`src/logic/defl_port_map.vh`:
```
// Constants for the deflection controller serial update port
`ifndef DEFL_PORT_MAP_VH
`define DEFL_PORT_MAP_VH

// Bus addressing
`define DEV_BUS_ADDRESS   8'h8c
`define SUB_MODE_BIT      7
`define BYTE_BITS         4'h8

// Register indices (low seven subaddress bits)
`define IDX_LIN_CTRL      7'h02
`define IDX_OVERSCAN      7'h0f
`define IDX_POWER         7'h1a
`define IDX_AMPLITUDE     7'h20
`define IDX_GAIN          7'h21
`define IDX_POSITION      7'h22
`define IDX_S_CORR        7'h23
`define IDX_S_BALANCE     7'h24
`define IDX_PARALLELOGRAM 7'h25
`define IDX_PIN_UNBAL     7'h26

// Field positions
`define BIT_LIN_FORCE     6
`define BIT_OVERSCAN      6
`define BIT_SOFT_START    1

// Neutral and full-scale codes
`define CODE_FULL_AMP     8'h7f
`define CODE_FULL_GAIN    8'h3f
`define CODE_POS_CENTRE   8'h40
`define CODE_BAL_NEUTRAL  8'h08
`define CODE_PAR_NEUTRAL  8'h20
`define CODE_PIN_NEUTRAL  8'h20
`define CODE_ZERO         8'h00

// Counter steps and cleared values
`define BIT_CNT_CLR       4'h0
`define BIT_CNT_STEP      4'h1
`define BYTE_CLR          8'h00
`define IDX_CLR           7'h00

`endif

```
`src/logic/pin_sync.v`:
```
// Two-stage synchroniser for asynchronous pin inputs
`timescale 1ns/10ps
`default_nettype none

module pin_sync #(
	parameter W = 5
) (
	// Clock and reset
	input  wire         ref_clk,
	input  wire         reset,
	// Asynchronous levels in, synchronised levels out
	input  wire [W-1:0] async_in,
	output reg  [W-1:0] sync_out
);

	reg [W-1:0] meta_r;

	always @(posedge ref_clk) begin
		if (reset) begin
			meta_r   <= {W{1'b0}};
			sync_out <= {W{1'b0}};
		end else begin
			meta_r   <= async_in;
			sync_out <= meta_r;
		end
	end

endmodule // pin_sync

`default_nettype wire

```
`src/logic/defl_reg_bank.v`:
```
// Register array of the deflection controller with derived adjustment values
`timescale 1ns/10ps
`default_nettype none
`include "defl_port_map.vh"

module defl_reg_bank (
	// Clock
	input  wire       ref_clk,
	// Buffered transfer port
	input  wire       buf_we,
	input  wire [6:0] buf_index,
	input  wire [7:0] buf_data,
	// Direct write port, wins on a clash
	input  wire       dir_we,
	input  wire [6:0] dir_index,
	input  wire [7:0] dir_data,
	// Read port for the DAC section
	input  wire [6:0] rd_index,
	output reg  [7:0] rd_data,
	// Derived adjustments
	output reg        full_amplitude,
	output reg  [7:0] position_offset,
	output reg  [7:0] s_correction_eff,
	output reg  [7:0] balance_offset,
	output reg  [7:0] parallelogram_offset,
	output reg  [7:0] pin_unbalance_offset,
	output reg        soft_start_release
);

	reg [7:0] regs_r [0:127];

	function [7:0] from_neutral;
		input [7:0] code;
		input [7:0] neutral;
		begin
			from_neutral = code - neutral;
		end
	endfunction

	// No reset: contents are random until the host loads them
	always @(posedge ref_clk) begin
		if (buf_we)
			regs_r[buf_index] <= buf_data; // All eight bits in one edge
		if (dir_we)
			regs_r[dir_index] <= dir_data;
	end

	always @(posedge ref_clk) begin
		rd_data              <= regs_r[rd_index];
		full_amplitude       <= (regs_r[`IDX_AMPLITUDE] == `CODE_FULL_AMP) &&
		                        (regs_r[`IDX_GAIN] == `CODE_FULL_GAIN) &&
		                        !regs_r[`IDX_OVERSCAN][`BIT_OVERSCAN];
		position_offset      <= from_neutral(regs_r[`IDX_POSITION], `CODE_POS_CENTRE);
		balance_offset       <= from_neutral(regs_r[`IDX_S_BALANCE], `CODE_BAL_NEUTRAL);
		parallelogram_offset <= from_neutral(regs_r[`IDX_PARALLELOGRAM], `CODE_PAR_NEUTRAL);
		pin_unbalance_offset <= from_neutral(regs_r[`IDX_PIN_UNBAL], `CODE_PIN_NEUTRAL);
		if (regs_r[`IDX_LIN_CTRL][`BIT_LIN_FORCE])
			s_correction_eff <= `CODE_ZERO;
		else
			s_correction_eff <= regs_r[`IDX_S_CORR];
		soft_start_release   <= regs_r[`IDX_POWER][`BIT_SOFT_START];
	end

endmodule // defl_reg_bank

`default_nettype wire

```
`src/logic/deflection_ctrl_i2c_update_port.v`:
```
// Two-wire write port with direct and frame-synchronised register updates
`timescale 1ns/10ps
`default_nettype none
`include "defl_port_map.vh"

// Summary of operation
// - Respond only to bus address 8c
// - Start, address, subaddress, data, stop; acknowledges
// - No acknowledge while supply is low
// - Extra direct data bytes hit same register
// - Accept bus clock up to 400 kHz
// - Subaddress top bit 0 selects direct
// - Direct write applied at end of transmission
// - Subaddress top bit 1 selects buffered
// - Buffered byte held, applied at blanking
// - Buffered write acknowledges all three bytes
// - After buffered write, refuse until blanking
// - Standby disables buffered update mode
// - Full amplitude 127/63, position centre 64
// - Neutral codes: balance 8, parallelogram and pin unbalance 32
// - Centring bit forces zero linearity correction
module deflection_ctrl_i2c_update_port (
	// Clock and reset
	input  wire       ref_clk,
	input  wire       reset,
	// Serial bus pins
	input  wire       scl_in,
	input  wire       sda_in,
	output wire       sda_out,
	output reg        sda_oe,
	// Device state
	input  wire       vertical_blank_pulse,
	input  wire       standby_state,
	input  wire       supply_ok,
	// Status
	output reg        buffer_locked,
	// DAC section read port and derived values
	input  wire [6:0] rd_index,
	output wire [7:0] rd_data,
	output wire       full_amplitude,
	output wire [7:0] position_offset,
	output wire [7:0] s_correction_eff,
	output wire [7:0] balance_offset,
	output wire [7:0] parallelogram_offset,
	output wire [7:0] pin_unbalance_offset,
	output wire       soft_start_release
);

	wire [4:0] sync_w;
	wire       scl_s;
	wire       sda_s;
	wire       vbl_s;
	wire       stby_s;
	wire       pwr_s;
	reg        scl_d_r;
	reg        sda_d_r;
	reg        vbl_d_r;
	reg  [2:0] state_r;
	reg  [3:0] bit_cnt_r;
	reg  [7:0] shift_r;
	reg        ack_phase_r;
	reg  [7:0] sub_r;
	reg        buf_mode_r;
	reg  [7:0] dir_data_r;
	reg        dir_pend_r;
	reg  [7:0] hold_r;
	reg  [6:0] hold_idx_r;
	reg        armed_r;
	reg        dir_we;
	reg        buf_we;
	wire       scl_rise;
	wire       scl_fall;
	wire       start_cond;
	wire       stop_cond;
	wire       vbl_rise;
	wire       may_ack;
	wire       frame_end;
	wire       receiving;
	reg  [2:0] state_nxt;
	reg  [3:0] bit_cnt_nxt;
	reg  [7:0] shift_nxt;
	reg        ack_phase_nxt;
	reg        sda_oe_nxt;
	reg  [7:0] sub_nxt;
	reg        buf_mode_nxt;
	reg  [7:0] dir_data_nxt;
	reg        dir_pend_nxt;
	reg  [7:0] hold_nxt;
	reg  [6:0] hold_idx_nxt;
	reg        buffer_locked_nxt;
	reg        armed_nxt;

	// Receiver states
	localparam [2:0] ST_IDLE   = 3'h0;
	localparam [2:0] ST_ADDR   = 3'h1;
	localparam [2:0] ST_SUB    = 3'h2;
	localparam [2:0] ST_DATA   = 3'h3;
	localparam [2:0] ST_IGNORE = 3'h4;

	// Level went from low to high between two samples
	function rise_of;
		input now_lvl;
		input prev_lvl;
		begin
			rise_of = now_lvl & ~prev_lvl;
		end
	endfunction

	// Bus pins and outside levels are sampled twice before use
	pin_sync #(
		.W (5)
	) i_pin_sync (
		.ref_clk  (ref_clk),
		.reset    (reset),
		.async_in ({supply_ok, standby_state, vertical_blank_pulse, sda_in, scl_in}),
		.sync_out (sync_w)
	);

	assign scl_s  = sync_w[0];
	assign sda_s  = sync_w[1];
	assign vbl_s  = sync_w[2];
	assign stby_s = sync_w[3];
	assign pwr_s  = sync_w[4];

	// Open-drain: only ever pulls low
	assign sda_out = 1'b0;

	// At 200 MHz a 400 kHz bus gives hundreds of samples per bit
	assign scl_rise   = rise_of(scl_s, scl_d_r);
	// A fall is a rise seen with the samples swapped
	assign scl_fall   = rise_of(scl_d_r, scl_s);
	assign start_cond = scl_s & scl_d_r & sda_d_r & ~sda_s;
	assign stop_cond  = scl_s & scl_d_r & ~sda_d_r & sda_s;
	assign vbl_rise   = rise_of(vbl_s, vbl_d_r);
	assign frame_end  = start_cond | stop_cond;
	assign receiving  = (state_r == ST_ADDR) | (state_r == ST_SUB) | (state_r == ST_DATA);

	// Supply low or buffer occupied blocks every acknowledge
	assign may_ack = pwr_s & ~buffer_locked;

	always @(posedge ref_clk) begin
		if (reset) begin
			// Match the cleared synchroniser so no false edge follows reset
			scl_d_r <= 1'b0;
			sda_d_r <= 1'b0;
			vbl_d_r <= 1'b0;
		end else begin
			scl_d_r <= scl_s;
			sda_d_r <= sda_s;
			vbl_d_r <= vbl_s;
		end
	end

	// Receiver: next state
	always @* begin
		state_nxt         = state_r;
		bit_cnt_nxt       = bit_cnt_r;
		shift_nxt         = shift_r;
		ack_phase_nxt     = ack_phase_r;
		sda_oe_nxt        = sda_oe;
		sub_nxt           = sub_r;
		buf_mode_nxt      = buf_mode_r;
		dir_data_nxt      = dir_data_r;
		dir_pend_nxt      = dir_pend_r;
		hold_nxt          = hold_r;
		hold_idx_nxt      = hold_idx_r;
		buffer_locked_nxt = buffer_locked;
		if (frame_end) begin
			state_nxt     = start_cond ? ST_ADDR : ST_IDLE;
			bit_cnt_nxt   = `BIT_CNT_CLR;
			ack_phase_nxt = 1'b0;
			sda_oe_nxt    = 1'b0;
			dir_pend_nxt  = 1'b0;
		end else if (scl_rise && !ack_phase_r && bit_cnt_r != `BYTE_BITS && receiving) begin
			shift_nxt   = {shift_r[6:0], sda_s};
			bit_cnt_nxt = bit_cnt_r + `BIT_CNT_STEP;
		end else if (scl_fall && ack_phase_r) begin
			// Release while the clock is low, never while it is high
			ack_phase_nxt = 1'b0;
			sda_oe_nxt    = 1'b0;
			bit_cnt_nxt   = `BIT_CNT_CLR;
		end else if (scl_fall && bit_cnt_r == `BYTE_BITS) begin
			case (state_r)
				ST_ADDR: begin
					if (shift_r == `DEV_BUS_ADDRESS && may_ack) begin
						state_nxt     = ST_SUB;
						ack_phase_nxt = 1'b1;
						sda_oe_nxt    = 1'b1;
					end else begin
						state_nxt = ST_IGNORE;
					end
				end
				ST_SUB: begin
					sub_nxt = shift_r;
					// Standby turns a buffered subaddress into a direct one
					buf_mode_nxt = shift_r[`SUB_MODE_BIT] & ~stby_s;
					if (may_ack) begin
						state_nxt     = ST_DATA;
						ack_phase_nxt = 1'b1;
						sda_oe_nxt    = 1'b1;
					end else begin
						state_nxt = ST_IGNORE;
					end
				end
				ST_DATA: begin
					// Subaddress is never advanced for later bytes
					if (!may_ack) begin
						state_nxt = ST_IGNORE;
					end else if (buf_mode_r) begin
						hold_nxt          = shift_r;
						hold_idx_nxt      = sub_r[6:0];
						buffer_locked_nxt = 1'b1;
						ack_phase_nxt     = 1'b1;
						sda_oe_nxt        = 1'b1;
					end else begin
						// Later bytes overwrite, so the last one of the frame lands
						dir_data_nxt  = shift_r;
						dir_pend_nxt  = 1'b1;
						ack_phase_nxt = 1'b1;
						sda_oe_nxt    = 1'b1;
					end
				end
				default: begin
					state_nxt = ST_IGNORE;
				end
			endcase
		end
		// The transfer at blanking frees the buffer for the next write
		if (buf_we)
			buffer_locked_nxt = 1'b0;
	end

	// Receiver: registers
	always @(posedge ref_clk) begin
		if (reset) begin
			state_r       <= ST_IDLE;
			bit_cnt_r     <= `BIT_CNT_CLR;
			shift_r       <= `BYTE_CLR;
			ack_phase_r   <= 1'b0;
			sda_oe        <= 1'b0;
			sub_r         <= `BYTE_CLR;
			buf_mode_r    <= 1'b0;
			dir_data_r    <= `BYTE_CLR;
			dir_pend_r    <= 1'b0;
			hold_r        <= `BYTE_CLR;
			hold_idx_r    <= `IDX_CLR;
			buffer_locked <= 1'b0;
			armed_r       <= 1'b0;
		end else begin
			state_r       <= state_nxt;
			bit_cnt_r     <= bit_cnt_nxt;
			shift_r       <= shift_nxt;
			ack_phase_r   <= ack_phase_nxt;
			sda_oe        <= sda_oe_nxt;
			sub_r         <= sub_nxt;
			buf_mode_r    <= buf_mode_nxt;
			dir_data_r    <= dir_data_nxt;
			dir_pend_r    <= dir_pend_nxt;
			hold_r        <= hold_nxt;
			hold_idx_r    <= hold_idx_nxt;
			buffer_locked <= buffer_locked_nxt;
			armed_r       <= armed_nxt;
		end
	end

	// A STOP meeting a blanking pulse only arms; the transfer waits for the next pulse
	always @* begin
		armed_nxt = armed_r;
		if (buf_we)
			armed_nxt = 1'b0;
		else if (frame_end && buffer_locked)
			armed_nxt = 1'b1;
	end

	// Direct data lands on the STOP or repeated START that closes the frame
	always @* begin
		dir_we = frame_end & dir_pend_r;
		buf_we = vbl_rise & armed_r;
	end

	defl_reg_bank i_defl_reg_bank (
		.ref_clk              (ref_clk),
		.buf_we               (buf_we),
		.buf_index            (hold_idx_r),
		.buf_data             (hold_r),
		.dir_we               (dir_we),
		.dir_index            (sub_r[6:0]),
		.dir_data             (dir_data_r),
		.rd_index             (rd_index),
		.rd_data              (rd_data),
		.full_amplitude       (full_amplitude),
		.position_offset      (position_offset),
		.s_correction_eff     (s_correction_eff),
		.balance_offset       (balance_offset),
		.parallelogram_offset (parallelogram_offset),
		.pin_unbalance_offset (pin_unbalance_offset),
		.soft_start_release   (soft_start_release)
	);

endmodule // deflection_ctrl_i2c_update_port

`default_nettype wire

```
`config.mk`:
```
export PLATFORM = sky130hd
export DESIGN_NAME = deflection_ctrl_i2c_update_port
export DESIGN_NICKNAME = d
export VERILOG_FILES = /design/src/logic/pin_sync.v /design/src/logic/defl_reg_bank.v /design/src/logic/deflection_ctrl_i2c_update_port.v
export VERILOG_INCLUDE_DIRS = /design/src /design/src/logic
export SDC_FILE = /design/constraint.sdc
export NUM_CORES = 2
export LEC_CHECK = 0
export ABC_AREA = 1
export BUFFER_PORTS_ARGS = -buffer_cell sky130_fd_sc_hd__buf_2
export CELL_PAD_IN_SITES_DETAIL_PLACEMENT = 1
export CELL_PAD_IN_SITES_GLOBAL_PLACEMENT = 1
export CORE_UTILIZATION = 49
export DETAILED_ROUTE_END_ITERATION = 8
export PLACE_DENSITY = 0.83
export SETUP_SLACK_MARGIN = 0.02
export SYNTH_ARGS = -nofsm -noshare
export SYNTH_HDL_FRONTEND = slang
export SYNTH_SLANG_ARGS = --single-unit
```
`constraint.sdc`:
```
create_clock -name ref_clk -period 2.7 [get_ports ref_clk]
set_input_delay 0.135 -clock ref_clk [delete_from_list [all_inputs] [get_ports ref_clk]]
set_output_delay 0.135 -clock ref_clk [all_outputs]
set_load 0.01 [all_outputs]
```
### Word level (Yosys, flattened, before mapping)

Memories as Yosys holds them, arrays and structs flattened. A register that Yosys moved wholly into a read port is not among the register bits.
Cells that the tools add are included.

* multiplexer cells: 20
* $add $sub $neg: 5
* equality and inequality tests: 13
* bitwise operators: 26
* reduce and logical (&&, ||, !) cells: 25

Operator list (number)
* 3-bit two-way mux: 7
* 8-bit by 6-bit subtractor with 8-bit output, second input constant: 2
* 7-bit AND reduction: 2
* 1-bit bitwise AND: 12
* 1-bit inverter: 11
* 5-bit AND reduction: 2
* 1-bit logical AND: 9
* 1-bit two-way mux: 9
* 3-bit case mux with 3 select lines: 1
* 8-bit by 6-bit equality test with 1-bit output, second input constant: 1
* 8-bit by 7-bit equality test with 1-bit output, second input constant: 1
* 8-bit equality test, second input constant: 1
* 4-bit two-way mux: 2
* 8-bit by 4-bit subtractor with 8-bit output, second input constant: 1
* 8-bit by 7-bit subtractor with 8-bit output, second input constant: 1
* 3-bit by 2-bit equality test with 1-bit output, second input constant: 2
* 3-bit by 1-bit inequality test with 1-bit output, second input constant: 2
* 6-bit AND reduction: 1
* 2-bit nonzero test: 3
* 2-bit OR reduction: 3
* 4-bit by 1-bit adder with 4-bit output, second input constant: 1
* 4-bit equality test, second input constant: 1
* 2-bit inequality test, second input constant: 2
* 4-bit inequality test, second input constant: 1
* 8 further kinds: 11

* bits in writable memories: 1024
* memories: 1
* register bits: 96
* logic and storage cells: 112

Memories
* i_defl_reg_bank.regs_r: depth 128, width 8, read ports 11, clocked after Yosys merged registers in 3, wr ports 2, line defl_reg_bank.v:30 `reg [7:0] regs_r [0:127];`

### Depth between registers and ports, before layout

* depth in word-level cells: 9
* gate-level depth with buffers: 14
* depth with buffers taken out: 12

### Hierarchy

A second synthesis with hierarchy kept.

* cells, all modules: 6598
* area total of the unflattened synthesis: 57363.8 um2

Modules (own cells, without submodules)
* defl_reg_bank: area an instance 54841.3 um2, cells each 6265, times used 1
* deflection_ctrl_i2c_update_port: area an instance 2235.9 um2, cells each 302, times used 1
* pin_sync: area an instance 286.5 um2, cells each 31, times used 1

### Worst setup path after synthesis

Ideal clock, no wire load.

* path kind: reg-to-reg
* start point: register armed_r
* end point: memory i_defl_reg_bank.regs_r[80][0], enable pin
* path buffers: 0
* path slack: 0.388 ns
* arrival time: 1.928 ns
* cell stages (with the launch flop): 7
* clock period less this slack: 2.312 ns
* cell sequence: dfxtp_1 > inv_1 > nor3_1 > inv_1 > nor3_1 > nand2_1 > o21ai_0

RTL lines
* start, declared: line deflection_ctrl_i2c_update_port.v:68 `reg armed_r;`
* start signal, assigned: line deflection_ctrl_i2c_update_port.v:262 `armed_r <= armed_nxt;`
* end, declared: line defl_reg_bank.v:30

==> metrics.md <==
| Metric | Value |
|---|---|
| Syn avg cell area | `8.66 um^2` |
| Core area | `0.115 mm^2` |
| Antenna-violating nets left | `0` |
| Clock Pin Slew Worst Setup and Hold Paths | `60 ps` |
| Hpwl dp | `134000 um` |
| Dominant cell type by area after synthesis | `edfxtp_1` |
| Hold Crit Depth | `7` |
| Skew final | `42.9 ps` |
| Reg-to-Reg Start | `i_pin_sync.sync_out[1]` |
| 1st-pass router iterations | `6` |
| Fin. Hold Viols | `0` |
| Cell count after synthesis | `6588` |
| Critical Path RT | `3160 ps` |
| Run status | `finished clean` |
| Ys async rst share | `0` |
| TritonCTS clock tree | `done` |
| Crit path from | `i_pin_sync.sync_out[1]` |
| TritonCTS sink count | `1137` |
| Post-layout util | `0.560` |
| Clock root buffer | `clkbuf_16` |
| Total global-route track usage | `0.372` |
| Number of global-route vias before repair | `52907` |
| Footprint of the multi-input gates | `0.0211 mm^2` |
| Crit path to | `i_defl_reg_bank.regs_r[57][0]` |
| Insertion delay to the later sink of the worst-skew pair | `760 ps` |
| Register bit total from synthesis | `1137` |
| Final #Nets | `6548` |
| Total CTS buffers | `121` |
| R2R Setup Slk | `130 ps` |
| Distinct cells, synth | `36` |
| Largest net degree at the start of global routing | `116` |
| WS Path Type | `register to register` |
| Least-Margin Pin Slew | `1170 ps` |
| Layout cells sized above 1 | `0.110` |
| Yosys top cell area share | `0.539` |
| Worst IR Drop VDD | `0.000683 V` |
| Final setup margin | `134 ps` |
| Post-layout minimum cycle time | `2570 ps` |
| Mapped Nets | `6607` |
| Worst setup EP type | `register` |
| Port bufs | `65` |
| R2r endpoint | `i_defl_reg_bank.regs_r[57][0]` |
| Largest Register | `i_defl_reg_bank.regs_r` |
| Maximum fanout along the worst path | `16` |
| DR WL/cell | `27.1 um` |
| H-tree Lvls | `3` |
| DIE AREA | `0.118 mm^2` |
| Die H | `343 um` |
| Row cnt | `124` |
| Final Non-Filler Cells | `8154` |
| Crit path max-delay cell type | `o21ai_0` |
| Post-synth EDFFs | `1024` |
| Vias per inst | `6.36` |
| Cell depth of the worst flop-to-flop path | `11` |
| Max cap viols | `0` |
| Yosys warnings | `0` |
| PD cells | `589 mW/mm^2` |
| Worst path cell trace | `xor2_1 -> nand2_1 -> inv_2 -> nand2_4 -> clkinv_4 -> nand2_2 -> inv_2 -> buf_12 -> nand2_2 -> buf_4 -> o21ai_0` |
| Final wirelength | `221000 um` |
| Largest register FFs | `1024` |
| Initial antenna violation count | `13` |
| Register cell area after layout | `0.0330 mm^2` |
| Initial core utilization | `0.497` |
| I/O pin total | `67` |
| Dpl ws | `-42.8 ps` |
| Pleak | `22.5 nW` |
| DR vias | `51840` |
| GP Congestion | `0.950` |
| Fmax | `390 MHz` |
| Longest Clk Path Bufs | `3` |
| Final setup viols | `0` |
| Final-layout fill cell count | `13276` |
| Crit start category | `register` |
| Top cells by area, synth | `edfxtp_1, nand2_1, o21ai_0` |
| P&R area growth vs syn | `12.8%` |
| Top FF cell, synth | `edfxtp_1` |
| Max Slew Vio Count | `0` |
| Die W | `343 um` |
| Tcrit/Tclk final | `0.950` |
| Critical Path AT | `3020 ps` |
| First-pass GRT wire length | `328000 um` |
| DRC Markers | `0` |
| Fin Hold WS | `255 ps` |
| Inst Count DP | `7905` |
| Register area share after synthesis | `0.579` |
| Synth Cell Area | `0.0570 mm^2` |
| DR iter-0 viols | `6649` |
| Max incr delay on CP | `540 ps` |
| GRT overflow | `0` |
| RSZ-0062 raised after global routing | `false` |
| Slew HR | `0.208` |
| Hold crit path type | `input port to register` |
==> power by group <==
part	internal, W	total, W	switching, W
logic	0.000544	0.00198	0.00143
clock network	0.00954	0.0170	0.00745
registers	0.0189	0.0189	0.0000300
==> cells by family after synthesis <==
kind of cell | synth area share
flops | 0.579
buf+inv | 0.0510
xor+xnor | 0.00108
simple gates | 0.261
fa+ha+maj | 0.00110
other cells | 0.0000658
compound gates | 0.107
==> routing by layer <==
layer | share of wire | GRT usage | up-vias
met4 | 0.057 | 0.203 | 16
met1 | 0.37 | 0.475 | 25401
met5 | 0.00049 | 0 | -
met2 | 0.46 | 0.596 | 3248
li1 | - | - | 22346
met3 | 0.11 | 0.0741 | 829
==> timing repair <==
| action | 4_1_cts | 5_1_grt |
|---|---|---|
| buffers inserted | 0 | 0 |
| setup endpoints to repair | 8 | 8 |
| pin swaps | 0 | 0 |
| hold buffers | 13 | 0 |
| resized for setup | 2 | 1 |
| endpoints found under the hold margin | 23 | 0 |
==> layout make-up <==
class | instances | area share
repair buffers | 414 | 0.0581
multi-input cells | 4722 | 0.328
well taps | 1512 | 0.0294
clock inverters | 69 | 0.0101
clock buffers | 161 | 0.0518
flip-flops and latches | 1137 | 0.514
inverters | 133 | 0.00846
diodes | 6 | 0.000233
==> how the worst min path moves through the flow <==
stage / start / endpoint / slack (ps)
2_1_floorplan: scl_in / i_pin_sync.meta_r[0] / 240
3_3_place_gp: vertical_blank_pulse / i_pin_sync.meta_r[2] / 350
3_5_place_dp: vertical_blank_pulse / i_pin_sync.meta_r[2] / 360
4_1_cts: rd_index[4] / i_defl_reg_bank.rd_data[2] / 210
5_1_grt: rd_index[4] / i_defl_reg_bank.rd_data[3] / 290
6_report: rd_index[4] / i_defl_reg_bank.rd_data[2] / 250
==> synthesized netlist by cell type (all sizes together) (3+ instances only) <==
cell,n
ha,5
nor3,21
edfxtp,1024
nor4,3
clkbuf,464
nand2,2400
xor2,5
dfxtp,113
buf,132
nor2,131
nand4,5
a21oi,37
nand3,935
o22ai,12
o21ai,1160
inv,132
==> critical path, delay by kind of cell (launching register included) <==
family / cells / cell delay (ps)
XOR/XNOR: 1 / 170
AND/OR/NAND/NOR: 4 / 420
buffers and inverters: 5 / 770
AO/OA/AOI/OAI: 1 / 540
flip-flops: 1 / 360
==> stage by stage <==
step	power (W)	setup TNS (ps)	area (um^2)
floorplan	0.0204	0	57000
global placement	0.0211	0	60200
detailed placement	0.0212	-341	60200
CTS	0.0379	0	64300
global route	0.0386	0	64300
finish	0.0379	0	64300
==> placed cells by master (no fill, tap or decap), types with 3 or more instances in the layout <==
master	synthesis	routed
a21oi_1	37	37
buf_12	1	59
buf_2	51	62
buf_4	1	278
bufinv_16	0	9
clkbuf_1	453	27
clkbuf_16	0	123
clkbuf_8	0	12
clkinv_1	0	21
clkinv_2	0	24
clkinv_4	1	4
clkinvlp_4	0	4
dfxtp_1	113	105
dfxtp_4	0	8
diode_2	0	6
dlygate4sd3_1	0	13
edfxtp_1	1024	1024
ha_1	5	5
inv_1	116	106
inv_2	16	14
inv_4	0	11
nand2_1	2313	2313
nand2_2	47	47
nand2_4	40	40
nand3_1	935	935
nand4_1	5	5
nor2_1	111	111
nor2_2	11	11
nor2_4	9	9
nor3_1	19	19
nor4_1	3	3
o21ai_0	1127	1126
o21ai_1	33	33
o22ai_1	12	12
xor2_1	5	5
Note: power is estimated with default switching activity, not from simulation.
